$ cat src/lspr_pkg.sv
package lspr_pkg;

   // Switch geometry.
   localparam int NPORT = 4;
   localparam int PW = 2;
   localparam int AW = 32;
   localparam int TAGW = 5;
   localparam int NTAG = 8;
   localparam int SLW = 3;
   localparam int RAW = 12;

   // Register byte offsets; each port owns a 32-byte block.
   localparam logic [RAW-1:0] REG_PORT_STRIDE = 12'h020;
   localparam logic [RAW-1:0] REG_MASK = 12'h000;
   localparam logic [RAW-1:0] REG_DFLT = 12'h004;
   localparam logic [RAW-1:0] REG_BASE = 12'h008;
   localparam logic [RAW-1:0] REG_LIMIT = 12'h00C;
   localparam logic [RAW-1:0] REG_PSTAT = 12'h010;
   localparam logic [RAW-1:0] REG_CTRL = 12'h100;
   localparam logic [RAW-1:0] REG_GSTAT = 12'h104;

   // Field positions.
   localparam int CTRL_PART_EN_BIT = 0;
   localparam int PSTAT_SEC_BIT = 0;

   // Values after reset.
   localparam logic [NPORT-1:0] MASK_RST = 4'hF;
   localparam logic [PW-1:0] DFLT_RST = 2'h0;
   localparam logic [AW-1:0] BASE_RST = 32'hFFFFFFFF;
   localparam logic [AW-1:0] LIMIT_RST = 32'h00000000;
   localparam logic PART_EN_RST = 1'b1;
   localparam logic [NPORT-1:0] PORT_SEC_RST = 4'hE;

   // Cycles the strap synchroniser needs before its output is trusted.
   localparam logic [1:0] STRAP_SETTLE = 2'h3;

   // Packet kinds seen by the router.
   typedef enum logic [2:0] {
      KIND_RD_NP = 3'h0,
      KIND_WR_P = 3'h1,
      KIND_WR_NP = 3'h2,
      KIND_RESP = 3'h3,
      KIND_FLUSH = 3'h4,
      KIND_FENCE = 3'h5
   } lspr_kind_e;

   // Handling chosen for one packet.
   typedef enum logic [1:0] {
      ACT_FWD = 2'h0,
      ACT_RESP = 2'h1,
      ACT_DROP = 2'h2
   } lspr_act_e;

   // Ingress packet header.
   typedef struct packed {
      lspr_kind_e kind;
      logic [PW-1:0] port;
      logic [AW-1:0] addr;
      logic [TAGW-1:0] tag;
      logic compat;
   } lspr_pkt_s;

   // Routing result handed to the egress side.
   typedef struct packed {
      lspr_act_e act;
      logic [PW-1:0] ing;
      logic [PW-1:0] port;
      lspr_pkt_s pkt;
   } lspr_out_s;

   // Nonposted packets need an answer when they cannot be forwarded.
   function automatic logic is_np(input lspr_kind_e k);
      return (k == KIND_RD_NP) || (k == KIND_WR_NP) || (k == KIND_FLUSH);
   endfunction

endpackage

$ cat src/lspr_addr_dec.sv
`timescale 1ns/1ps
`default_nettype none

module lspr_addr_dec
   import lspr_pkg::*;
(
   // Request address.
   input wire logic [AW-1:0] addr,
   // Windows of every port and the port types.
   input wire logic [NPORT-1:0][AW-1:0] base,
   input wire logic [NPORT-1:0][AW-1:0] limit,
   input wire logic [NPORT-1:0] port_sec,
   // Decode result.
   output logic hit,
   output logic [PW-1:0] hit_port
);

   // Per-port window match; only secondary ports claim addresses.
   logic [NPORT-1:0] match;

   genvar g;
   generate
      for (g = 0; g < NPORT; g++) begin : g_win
         assign match[g] = port_sec[g] && (addr >= base[g]) && (addr <= limit[g]);
      end
   endgenerate

   // Lowest numbered window wins when software lets windows overlap.
   always_comb begin
      hit = 1'b0;
      hit_port = '0;
      for (int i = NPORT - 1; i >= 0; i--) begin
         if (match[i]) begin
            hit = 1'b1;
            hit_port = PW'(i);
         end
      end
   end

endmodule

`default_nettype wire

$ cat src/lspr_router.sv
// Contract
// - Forward upstream, downstream, peer and reflection traffic.
// - Never forward primary ingress to primary egress.
// - Requests choose egress by address decode.
// - Responses routed from saved request state.
// - Other packets routed by port types.
// - Primary: forward down, answer, or drop.
// - Secondary: up, peer, reflect, answer, drop.
// - Each port has membership mask and default.
// - Same partition only when masks are mutual.
// - Overlapping partitions accepted without correction.
// - Without partitioning all ports share one.
// - Membership mask writable, reset to all.
// - Port type sampled from strap after reset.
// - Upstream ignores mask bits of primaries.
// - Secondary sends upstream to its default primary.
// - Upstream chosen by subtractive decode.
// - Forwarding may rewrite tag and compat.
// - Primary compat requests go to default port.
`timescale 1ns/1ps
`default_nettype none

module lspr_router
   import lspr_pkg::*;
(
   // Clock and reset.
   input wire logic clk,
   input wire logic rstn,
   // Port type straps, one bit per port, high for secondary.
   input wire logic [NPORT-1:0] port_sec_strap,
   // Register port.
   input wire logic [RAW-1:0] reg_addr,
   input wire logic [31:0] reg_wdata,
   input wire logic reg_wr,
   input wire logic reg_rd,
   output logic [31:0] reg_rdata,
   // Ingress packets.
   input wire logic in_valid,
   output logic in_ready,
   input wire lspr_pkt_s in_pkt,
   // Egress decisions.
   output logic out_valid,
   input wire logic out_ready,
   output lspr_out_s out_info
);

   // Router states.
   typedef enum logic [3:0] {
      ST_IDLE = 4'b0001,
      ST_DEC = 4'b0010,
      ST_CHK = 4'b0100,
      ST_OUT = 4'b1000
   } lspr_state_e;

   lspr_state_e state;
   lspr_pkt_s pkt_q; // Packet held while it is routed.
   lspr_act_e act_q; // Action proposed by the decode step.
   logic [PW-1:0] eg_q; // Egress proposed by the decode step.
   lspr_out_s out_q; // Registered result.

   // Configuration per port, plus the global partition enable.
   logic [NPORT-1:0][NPORT-1:0] mask;
   logic [NPORT-1:0][PW-1:0] dflt;
   logic [NPORT-1:0][AW-1:0] base;
   logic [NPORT-1:0][AW-1:0] limit;
   logic part_en;
   logic [NPORT-1:0] port_sec;

   // Strap synchroniser and capture.
   logic [NPORT-1:0] strap_s1, strap_s2, strap_s3;
   logic [1:0] settle;
   logic cfg_done;

   // Outstanding request table.
   logic [NTAG-1:0] tbl_valid;
   logic [NTAG-1:0][PW-1:0] tbl_port;
   logic [NTAG-1:0][TAGW-1:0] tbl_tag;

   // Decoder results.
   logic hit;
   logic [PW-1:0] hit_port;

   // Decode and check results.
   lspr_act_e dec_act, chk_act;
   logic [PW-1:0] dec_eg;
   logic chk_ok, need_tag, free_any, chk_go;
   logic [SLW-1:0] free_slot;
   logic [TAGW-1:0] out_tag;

   wire logic [PW-1:0] ing = pkt_q.port;
   wire logic ing_sec = port_sec[ing];
   wire logic np = is_np(pkt_q.kind);

   // Mutual membership, with reflection always legal.
   function automatic logic same_part(input logic [NPORT-1:0][NPORT-1:0] m,
                                      input logic en, input logic [PW-1:0] a,
                                      input logic [PW-1:0] b);
      return (a == b) || !en || (m[a][b] && m[b][a]);
   endfunction

   // Port register hit test, used for every per-port field on write and read.
   function automatic logic port_reg(input logic [RAW-1:0] a, input int p,
                                     input logic [RAW-1:0] off);
      return a == (RAW'(p) * REG_PORT_STRIDE + off);
   endfunction

   lspr_addr_dec u_dec (
      .addr(pkt_q.addr),
      .base(base),
      .limit(limit),
      .port_sec(port_sec),
      .hit(hit),
      .hit_port(hit_port)
   );

   // Straps pass three flops; the type is caught once the settle count is done and the last two agree.
   always_ff @(posedge clk or negedge rstn) begin
      if (!rstn) begin
         strap_s1 <= '0;
         strap_s2 <= '0;
         strap_s3 <= '0;
         settle <= '0;
         cfg_done <= 1'b0;
         port_sec <= PORT_SEC_RST;
      end else begin
         strap_s1 <= port_sec_strap;
         strap_s2 <= strap_s1;
         strap_s3 <= strap_s2;
         if (settle != STRAP_SETTLE) begin
            settle <= settle + 2'h1;
         end else if (!cfg_done && strap_s2 == strap_s3) begin
            port_sec <= strap_s3;
            cfg_done <= 1'b1;
         end
      end
   end

   // Per-port configuration registers written by software.
   genvar g;
   generate
      for (g = 0; g < NPORT; g++) begin : g_cfg
         always_ff @(posedge clk or negedge rstn) begin
            if (!rstn) begin
               mask[g] <= MASK_RST;
               dflt[g] <= DFLT_RST;
               base[g] <= BASE_RST;
               limit[g] <= LIMIT_RST;
            end else if (reg_wr) begin
               // Any bitmap is stored as written; overlaps are not corrected.
               if (port_reg(reg_addr, g, REG_MASK)) begin
                  mask[g] <= reg_wdata[NPORT-1:0];
               end
               if (port_reg(reg_addr, g, REG_DFLT)) begin
                  dflt[g] <= reg_wdata[PW-1:0];
               end
               if (port_reg(reg_addr, g, REG_BASE)) begin
                  base[g] <= reg_wdata;
               end
               if (port_reg(reg_addr, g, REG_LIMIT)) begin
                  limit[g] <= reg_wdata;
               end
            end
         end
      end
   endgenerate

   // Global control register.
   always_ff @(posedge clk or negedge rstn) begin
      if (!rstn) begin
         part_en <= PART_EN_RST;
      end else if (reg_wr && reg_addr == REG_CTRL) begin
         part_en <= reg_wdata[CTRL_PART_EN_BIT];
      end
   end

   // Read data stand for one cycle after the strobe, zero otherwise.
   always_ff @(posedge clk or negedge rstn) begin
      if (!rstn) begin
         reg_rdata <= '0;
      end else begin
         reg_rdata <= '0;
         if (reg_rd) begin
            for (int p = 0; p < NPORT; p++) begin
               if (port_reg(reg_addr, p, REG_MASK)) begin
                  reg_rdata <= 32'(mask[p]);
               end
               if (port_reg(reg_addr, p, REG_DFLT)) begin
                  reg_rdata <= 32'(dflt[p]);
               end
               if (port_reg(reg_addr, p, REG_BASE)) begin
                  reg_rdata <= base[p];
               end
               if (port_reg(reg_addr, p, REG_LIMIT)) begin
                  reg_rdata <= limit[p];
               end
               if (port_reg(reg_addr, p, REG_PSTAT)) begin
                  reg_rdata <= 32'(port_sec[p]) << PSTAT_SEC_BIT;
               end
            end
            if (reg_addr == REG_CTRL) begin
               reg_rdata <= 32'(part_en) << CTRL_PART_EN_BIT;
            end
            if (reg_addr == REG_GSTAT) begin
               reg_rdata <= 32'(tbl_valid);
            end
         end
      end
   end

   // Decode step: pick egress and action from kind, address and port types.
   always_comb begin
      dec_act = ACT_DROP;
      dec_eg = ing;
      case (pkt_q.kind)
         KIND_RESP: begin
            // Response path uses the table, never the response address.
            if (pkt_q.tag < TAGW'(NTAG) && tbl_valid[pkt_q.tag[SLW-1:0]]) begin
               dec_act = ACT_FWD;
               dec_eg = tbl_port[pkt_q.tag[SLW-1:0]];
            end
         end
         KIND_FLUSH, KIND_FENCE: begin
            if (ing_sec) begin
               dec_act = ACT_FWD;
               dec_eg = dflt[ing];
            end else begin
               dec_act = np ? ACT_RESP : ACT_DROP;
            end
         end
         KIND_RD_NP, KIND_WR_P, KIND_WR_NP: begin
            if (pkt_q.compat && !ing_sec) begin
               dec_act = ACT_FWD;
               dec_eg = dflt[ing];
            end else if (hit) begin
               dec_act = ACT_FWD;
               dec_eg = hit_port;
            end else if (ing_sec) begin
               // No secondary window claims it, so it leaves upstream.
               dec_act = ACT_FWD;
               dec_eg = dflt[ing];
            end else begin
               dec_act = np ? ACT_RESP : ACT_DROP;
            end
         end
         default: begin
            dec_act = np ? ACT_RESP : ACT_DROP;
         end
      endcase
   end

   // Check step: legality of the proposed egress.
   always_comb begin
      chk_ok = 1'b1;
      if (act_q == ACT_FWD) begin
         if (!ing_sec && !port_sec[eg_q]) begin
            chk_ok = 1'b0;
         end else if (ing_sec && !port_sec[eg_q]) begin
            // Primary mask bits play no part for upstream traffic.
            chk_ok = (eg_q == dflt[ing]);
         end else if (!(pkt_q.compat && !ing_sec)) begin
            chk_ok = same_part(mask, part_en, ing, eg_q);
         end else begin
            chk_ok = same_part(mask, part_en, ing, eg_q);
         end
      end
      if (act_q != ACT_FWD) begin
         chk_act = act_q;
      end else if (chk_ok) begin
         chk_act = ACT_FWD;
      end else begin
         chk_act = np ? ACT_RESP : ACT_DROP;
      end
   end

   // Free slot search for the request table.
   always_comb begin
      free_any = 1'b0;
      free_slot = '0;
      for (int i = NTAG - 1; i >= 0; i--) begin
         if (!tbl_valid[i]) begin
            free_any = 1'b1;
            free_slot = SLW'(i);
         end
      end
   end

   // A forwarded nonposted request waits in the check state for a free slot.
   assign need_tag = (chk_act == ACT_FWD) && np && (pkt_q.kind != KIND_RESP);
   assign chk_go = (state == ST_CHK) && (!need_tag || free_any);

   // Tag rewrite: nonposted requests carry the slot, responses get the original back.
   always_comb begin
      out_tag = pkt_q.tag;
      if (need_tag) begin
         out_tag = TAGW'(free_slot);
      end else if (chk_act == ACT_FWD && pkt_q.kind == KIND_RESP) begin
         out_tag = tbl_tag[pkt_q.tag[SLW-1:0]];
      end
   end

   // Request table; a forwarded response frees its slot when it leaves the check state.
   always_ff @(posedge clk or negedge rstn) begin
      if (!rstn) begin
         tbl_valid <= '0;
         tbl_port <= '0;
         tbl_tag <= '0;
      end else if (chk_go) begin
         if (need_tag) begin
            tbl_valid[free_slot] <= 1'b1;
            tbl_port[free_slot] <= ing;
            tbl_tag[free_slot] <= pkt_q.tag;
         end else if (chk_act == ACT_FWD && pkt_q.kind == KIND_RESP) begin
            tbl_valid[pkt_q.tag[SLW-1:0]] <= 1'b0;
         end
      end
   end

   // Router sequence: take, decode, check, present.
   always_ff @(posedge clk or negedge rstn) begin
      if (!rstn) begin
         state <= ST_IDLE;
         pkt_q <= '0;
         act_q <= ACT_DROP;
         eg_q <= '0;
         out_q <= '0;
      end else begin
         case (state)
            ST_IDLE: begin
               if (in_valid && in_ready) begin
                  pkt_q <= in_pkt;
                  state <= ST_DEC;
               end
            end
            ST_DEC: begin
               act_q <= dec_act;
               eg_q <= dec_eg;
               state <= ST_CHK;
            end
            ST_CHK: begin
               // Nothing leaves before the membership check has settled.
               if (chk_go) begin
                  out_q.act <= chk_act;
                  out_q.ing <= ing;
                  out_q.port <= (chk_act == ACT_FWD) ? eg_q : ing;
                  out_q.pkt <= pkt_q;
                  out_q.pkt.tag <= out_tag;
                  // Compat is meaningless once a packet moves between secondaries.
                  out_q.pkt.compat <= pkt_q.compat && !(ing_sec && port_sec[eg_q]);
                  state <= ST_OUT;
               end
            end
            ST_OUT: begin
               if (out_ready) begin
                  state <= ST_IDLE;
               end
            end
            default: begin
               state <= ST_IDLE;
            end
         endcase
      end
   end

   assign in_ready = (state == ST_IDLE) && cfg_done;
   assign out_valid = (state == ST_OUT);
   assign out_info = out_q;
endmodule

`default_nettype wire

$ cat config.mk
export PLATFORM = sky130hd
export DESIGN_NAME = lspr_router
export DESIGN_NICKNAME = d
export VERILOG_FILES = /design/src/lspr_pkg.sv /design/src/lspr_addr_dec.sv /design/src/lspr_router.sv
export SDC_FILE = /design/constraint.sdc
export NUM_CORES = 1
export LEC_CHECK = 0
export ABC_AREA = 1
export ABC_CLOCK_PERIOD_IN_PS = 2990
export BUFFER_PORTS_ARGS = -buffer_cell sky130_fd_sc_hd__buf_2
export CAP_MARGIN = 15
export CORE_UTILIZATION = 30
export DETAILED_ROUTE_END_ITERATION = 10
export HOLD_SLACK_MARGIN = 0.06
export PLACE_DENSITY = 0.42
export REMOVE_ABC_BUFFERS = 1
export SYNTH_ARGS = -nofsm -noshare
export SYNTH_HDL_FRONTEND = slang
export SYNTH_SLANG_ARGS = --single-unit
$ cat constraint.sdc
create_clock -name clk -period 2.99 [get_ports clk]
set_input_delay 0.598 -clock clk [delete_from_list [all_inputs] [get_ports clk]]
set_output_delay 0.598 -clock clk [all_outputs]
set_load 0.02 [all_outputs]
==> flow_summary_export.csv <==
group,metric,value,unit
critical_path,required_arrival_time_at_the_worst_endpoint,3590,ps
cts,clock_buffer_depth,3,
place,detailed_place_hpwl,79100,um
timing,setup_viol_count_final,0,
place,detailedPlace.worstSlack,-168,ps
timing,worst-slew-pin-transition,1090,ps
timing,fmax,358,MHz
critical_path,crit-reg2reg-launch,"base[111]$_DFFE_PN1P_",
critical_path,kind_of_capture_point_of_the_worst_setup_path,"flop",
floorplan,num_io_pins,180,
outcome,result_of_the_run,"completed",
power_and_ir_drop,switchingPower,0.0105,W
timing,layout_setup_ws,200,ps
final_layout,syn2layout_area_growth,22.5,%
floorplan,floorplan.rows,111,
floorplan,die_width,307,um
synth,synth.cell_area,27900,um2
cts,cts_root_buffer,"sky130_fd_sc_hd__clkbuf_16",
route,avgRoutedWirePerCell,21.0,um
route,drtPass1Iterations,6,
cts,numCtsBuffers,60,
route,drt-initial-drc-count,1579,
synth,avgSynthCellArea,8.23,um2
place,portBuffers,179,
cts,cts_max_level,2,
synth,async_flop_share,100,%
final_layout,num-nets-final,4082,
synth,yosys_warn_count,0,
route,post-route-drc-count,0,
floorplan,die_height,307,um
floorplan,initial_utilization,30.3,%
final_layout,layout-drive-gt1-share,18.8,%
route,via_per_inst,4.86,
timing,grt_setup_unrepaired,"true",
floorplan,die_area,94100,um2
synth,synthCells,3386,
hold_path,timing.hold.worst_endpoint,"pkt_q[6]$_DFFE_PN0P_",
critical_path,setup.worst_path.start_class,"flop",
critical_path,reg2reg_setup_slack,200,ps
cts,cts_clk_pin_slew_worst_paths,70,ps
grt,grt_start_max_net_pins,99,
grt,gr-total-overflow,0,
power_and_ir_drop,p_int,0.0162,W
timing,final-hold-violation-count,0,
hold_path,hold_path.startpoint,"in_pkt[6]",
floorplan,floorplan_core_area,91800,um2
timing,slew_headroom,27.0,%
cts,clk-insertion-delay-late,670,ps
hold_path,hold_path_depth,3,
synth,synth_sequential_area_ratio,45.0,%
synth,yosys_most_used_dff,"sky130_fd_sc_hd__dfrtp_1",
power_and_ir_drop,power.share.combinational,38.6,%
flow_run,maxcap_violations,0,
synth,yosys_register_bits,494,
power_and_ir_drop,power.switching_fraction,39.2,%
power_and_ir_drop,power_frac_clock,30.4,%
cts,tritoncts,"yes",
grt,grt_pass1_vias,24400,
final_layout,n_fill_cell,9639,
critical_path,crit_type,"reg -> reg",
route,ant_nets,0,
grt,wire_length_of_the_first_global_routing_pass,160000,um
grt,grt_usage,22.6,%
timing,min_period_over_period,93.3,%
synth,synth_enable_flop_cells,0,
hold_path,worst_hold_path_type,"in -> reg",
timing,post-route-min-period,2790,ps
synth,synth.distinct_cells,48,
route,routed_wirelength,106000,um
power_and_ir_drop,cellPowerDensity,782,nW/um2
critical_path,reg2regPathDepth,16,
power_and_ir_drop,p_leak,15.0,nW
timing,clock-skew-final,24.1,ps
place,gp_congestion,0.884,
critical_path,path_max_fanout,3,
timing,report.final.slew_viol_count,0,
route,via_count,24400,
power_and_ir_drop,total_power,0.0267,W
power_and_ir_drop,worst_ir_drop_vdd,0.000425,V
critical_path,arrival,3390,ps
grt,grt_antenna_before_repair,0,
power_and_ir_drop,share_seq_of_total_power,30.9,%
cts,cts.sinks,494,
critical_path,worst_r2r_endpoint,"eg_q[0]$_DFFE_PN0P_",
stage by stage:
stage          instance area, um2  hold slack [ps]  setup TNS (ps)  std cells  utilization [%]
2_1_floorplan               27300              302          -91520       3260                -
3_3_place_gp                31800              333           -1330       4902             34.6
6_report                    34100              131               0       5024             37.2
3_5_place_dp                31800              337           -1870       4902             34.6
4_1_cts                     34100             91.2               0       5021             37.1
5_1_grt                     34100              129           -30.1       5023             37.2
cells in the final DEF (no fill, tap or decap), types with 6 or more instances in the layout:
master | Yosys | routed
sky130_fd_sc_hd__o21bai_1 | 7 | 7
sky130_fd_sc_hd__o211ai_1 | 39 | 39
sky130_fd_sc_hd__ha_1 | 257 | 257
sky130_fd_sc_hd__a22oi_1 | 6 | 6
sky130_fd_sc_hd__o21a_1 | 7 | 7
sky130_fd_sc_hd__nor4_1 | 12 | 6
sky130_fd_sc_hd__nand2_2 | 1 | 10
sky130_fd_sc_hd__nor3_1 | 22 | 18
sky130_fd_sc_hd__a21oi_1 | 228 | 228
sky130_fd_sc_hd__o221ai_1 | 21 | 21
sky130_fd_sc_hd__buf_12 | 0 | 24
sky130_fd_sc_hd__buf_4 | 6 | 198
sky130_fd_sc_hd__nand2_1 | 743 | 734
sky130_fd_sc_hd__clkinv_2 | 0 | 12
sky130_fd_sc_hd__a211oi_1 | 21 | 21
sky130_fd_sc_hd__o22ai_1 | 25 | 25
sky130_fd_sc_hd__clkbuf_8 | 0 | 13
sky130_fd_sc_hd__dfrtp_1 | 344 | 340
sky130_fd_sc_hd__nor2_2 | 1 | 6
sky130_fd_sc_hd__inv_1 | 458 | 456
sky130_fd_sc_hd__a221oi_1 | 10 | 10
sky130_fd_sc_hd__bufinv_16 | 0 | 10
sky130_fd_sc_hd__nand3_1 | 65 | 63
sky130_fd_sc_hd__o21ai_1 | 105 | 105
sky130_fd_sc_hd__clkbuf_1 | 95 | 9
sky130_fd_sc_hd__o32ai_1 | 20 | 20
sky130_fd_sc_hd__dfstp_2 | 150 | 150
sky130_fd_sc_hd__nor2_1 | 130 | 123
sky130_fd_sc_hd__buf_2 | 17 | 178
sky130_fd_sc_hd__o21ai_0 | 502 | 502
sky130_fd_sc_hd__clkbuf_16 | 0 | 61
sky130_fd_sc_hd__nand4_1 | 40 | 40
how the worst max path moves through the flow:
stage                                     start                       to  slack, ps  depth (start not counted)
after detailed placement  pkt_q[37]$_DFFE_PN0P_     act_q[1]$_DFFE_PN1P_       -170                         15
after global routing      pkt_q[20]$_DFFE_PN0P_      eg_q[0]$_DFFE_PN0P_        -30                         20
after floorplan                    reg_addr[11]   limit[100]$_DFFE_PN0P_       -930                          7
after global placement              reg_addr[8]  reg_rdata[30]$_DFF_PN0_       -160                         15
after CTS                 pkt_q[37]$_DFFE_PN0P_     act_q[1]$_DFFE_PN1P_          7                         15
final                     base[111]$_DFFE_PN1P_      eg_q[0]$_DFFE_PN0P_        200                         16
registers in the layout, summed over array words and instances, names as in the netlist, 4 cells and up:
| name | cells |
|---|---|
| state | 4 |
| mask | 16 |
| port_sec | 4 |
| reg_rdata | 32 |
| dflt | 8 |
| pkt_q | 41 |
| strap_s1 | 4 |
| tbl_tag | 40 |
| tbl_valid | 8 |
| base | 128 |
| out_info | 47 |
| limit | 128 |
| tbl_port | 16 |
| strap_s3 | 4 |
| strap_s2 | 4 |
layer usage:
| layer | up-vias | part of all wire (%) | global-route usage [%] |
|---|---|---|---|
| met2 | 517 | 47 | 37.0 |
| met3 | 109 | 3.7 | 2.41 |
| met1 | 11700 | 48 | 31.7 |
| met5 | - | 0 | 0 |
| li1 | 12100 | - | - |
| met4 | 0 | 1.9 | 5.30 |
cell families (layout without fill, tap and decap cells):
family / after synthesis / after routing / share of synthesized area, %
fa+ha+maj: 257 / 257 / 11.5
flops: 494 / 494 / 45.0
other cells: 0 / 1 / 0
buf+inv: 590 / 984 / 8.20
simple gates: 1022 / 1022 / 14.9
compound gates: 1012 / 1012 / 19.9
mux: 3 / 3 / 0.121
xor+xnor: 8 / 8 / 0.251
synth_stat cells, types with 4 or more instances:
| library cell | n | area (um2) |
|---|---|---|
| sky130_fd_sc_hd__nor3_1 | 22 | 110 |
| sky130_fd_sc_hd__nor2_1 | 130 | 488 |
| sky130_fd_sc_hd__xor2_1 | 4 | 35.0 |
| sky130_fd_sc_hd__o2111ai_1 | 5 | 43.8 |
| sky130_fd_sc_hd__buf_4 | 6 | 45.0 |
| sky130_fd_sc_hd__ha_1 | 257 | 3220 |
| sky130_fd_sc_hd__a221oi_1 | 10 | 87.6 |
| sky130_fd_sc_hd__xnor2_1 | 4 | 35.0 |
| sky130_fd_sc_hd__a211oi_1 | 21 | 158 |
| sky130_fd_sc_hd__o22ai_1 | 25 | 156 |
| sky130_fd_sc_hd__buf_1 | 5 | 18.8 |
| sky130_fd_sc_hd__a31oi_1 | 5 | 31.3 |
| sky130_fd_sc_hd__clkbuf_1 | 95 | 357 |
| sky130_fd_sc_hd__inv_1 | 458 | 1720 |
| sky130_fd_sc_hd__a22oi_1 | 6 | 45.0 |
| sky130_fd_sc_hd__o21ai_0 | 502 | 2510 |
| sky130_fd_sc_hd__nand2_1 | 743 | 2790 |
| sky130_fd_sc_hd__o21a_1 | 7 | 52.6 |
| sky130_fd_sc_hd__o21ai_1 | 105 | 526 |
| sky130_fd_sc_hd__a21oi_1 | 228 | 1140 |
| sky130_fd_sc_hd__nand4_1 | 40 | 250 |
| sky130_fd_sc_hd__nand3_1 | 65 | 325 |
| sky130_fd_sc_hd__dfrtp_1 | 344 | 8610 |
| sky130_fd_sc_hd__o211ai_1 | 39 | 293 |
| sky130_fd_sc_hd__buf_2 | 17 | 85.1 |
| sky130_fd_sc_hd__nor4_1 | 12 | 75.1 |
| sky130_fd_sc_hd__o32ai_1 | 20 | 175 |
| sky130_fd_sc_hd__inv_2 | 4 | 15.0 |
| sky130_fd_sc_hd__o21bai_1 | 7 | 52.6 |
| sky130_fd_sc_hd__o221ai_1 | 21 | 184 |
| sky130_fd_sc_hd__dfstp_2 | 150 | 3940 |
power groups by stage:
stage / Sequential [W] / Combinational, W / Clock (W)
floorplan: 0.00873 / 0.00538 / 0
global placement: 0.00836 / 0.0102 / 0
detailed placement: 0.00835 / 0.0102 / 0
CTS: 0.00826 / 0.0103 / 0.00834
global route: 0.00835 / 0.0117 / 0.00858
finish: 0.00825 / 0.0103 / 0.00812
timing repair:
| item | 4_1_cts | 5_1_grt |
|---|---|---|
| setup endpoints to repair | 4 | 57 |
| hold endpoints to repair | 24 | 0 |
| resized for setup | 4 | 16 |
| buffers inserted | 0 | 2 |
| hold buffers | 5 | 0 |
| pin swaps | 0 | 3 |
| cloned | 0 | 0 |
layout make-up:
cell class / count / area [um2] / area share, %
Antenna cell: 1 / 2.50 / 0.00733
Clock buffer: 83 / 1740 / 5.10
Clock inverter: 31 / 439 / 1.29
Inverter: 464 / 1750 / 5.11
Multi-Input combinational cell: 2302 / 13200 / 38.6
Sequential cell: 494 / 12600 / 36.8
Tap cell: 1243 / 1560 / 4.56
Timing Repair Buffer: 406 / 2920 / 8.56
critical path, stage by stage (launching register included):
cell                      delay (ps)
sky130_fd_sc_hd__dfstp_2         580
sky130_fd_sc_hd__inv_1            60
sky130_fd_sc_hd__ha_1            320
sky130_fd_sc_hd__nand4_1         110
sky130_fd_sc_hd__nor2_1          460
sky130_fd_sc_hd__nand2_1         100
sky130_fd_sc_hd__nand2_1         190
sky130_fd_sc_hd__nand2_1          80
sky130_fd_sc_hd__nand4_1          80
sky130_fd_sc_hd__nand3_1         100
sky130_fd_sc_hd__nand2_2         160
sky130_fd_sc_hd__nor3_1           60
sky130_fd_sc_hd__o21ai_0         150
sky130_fd_sc_hd__nand2_1          80
sky130_fd_sc_hd__nand2_1          60
sky130_fd_sc_hd__nand2_1          40
sky130_fd_sc_hd__nand2_1          50
No activity file was read; power rests on OpenSTA's default activity.
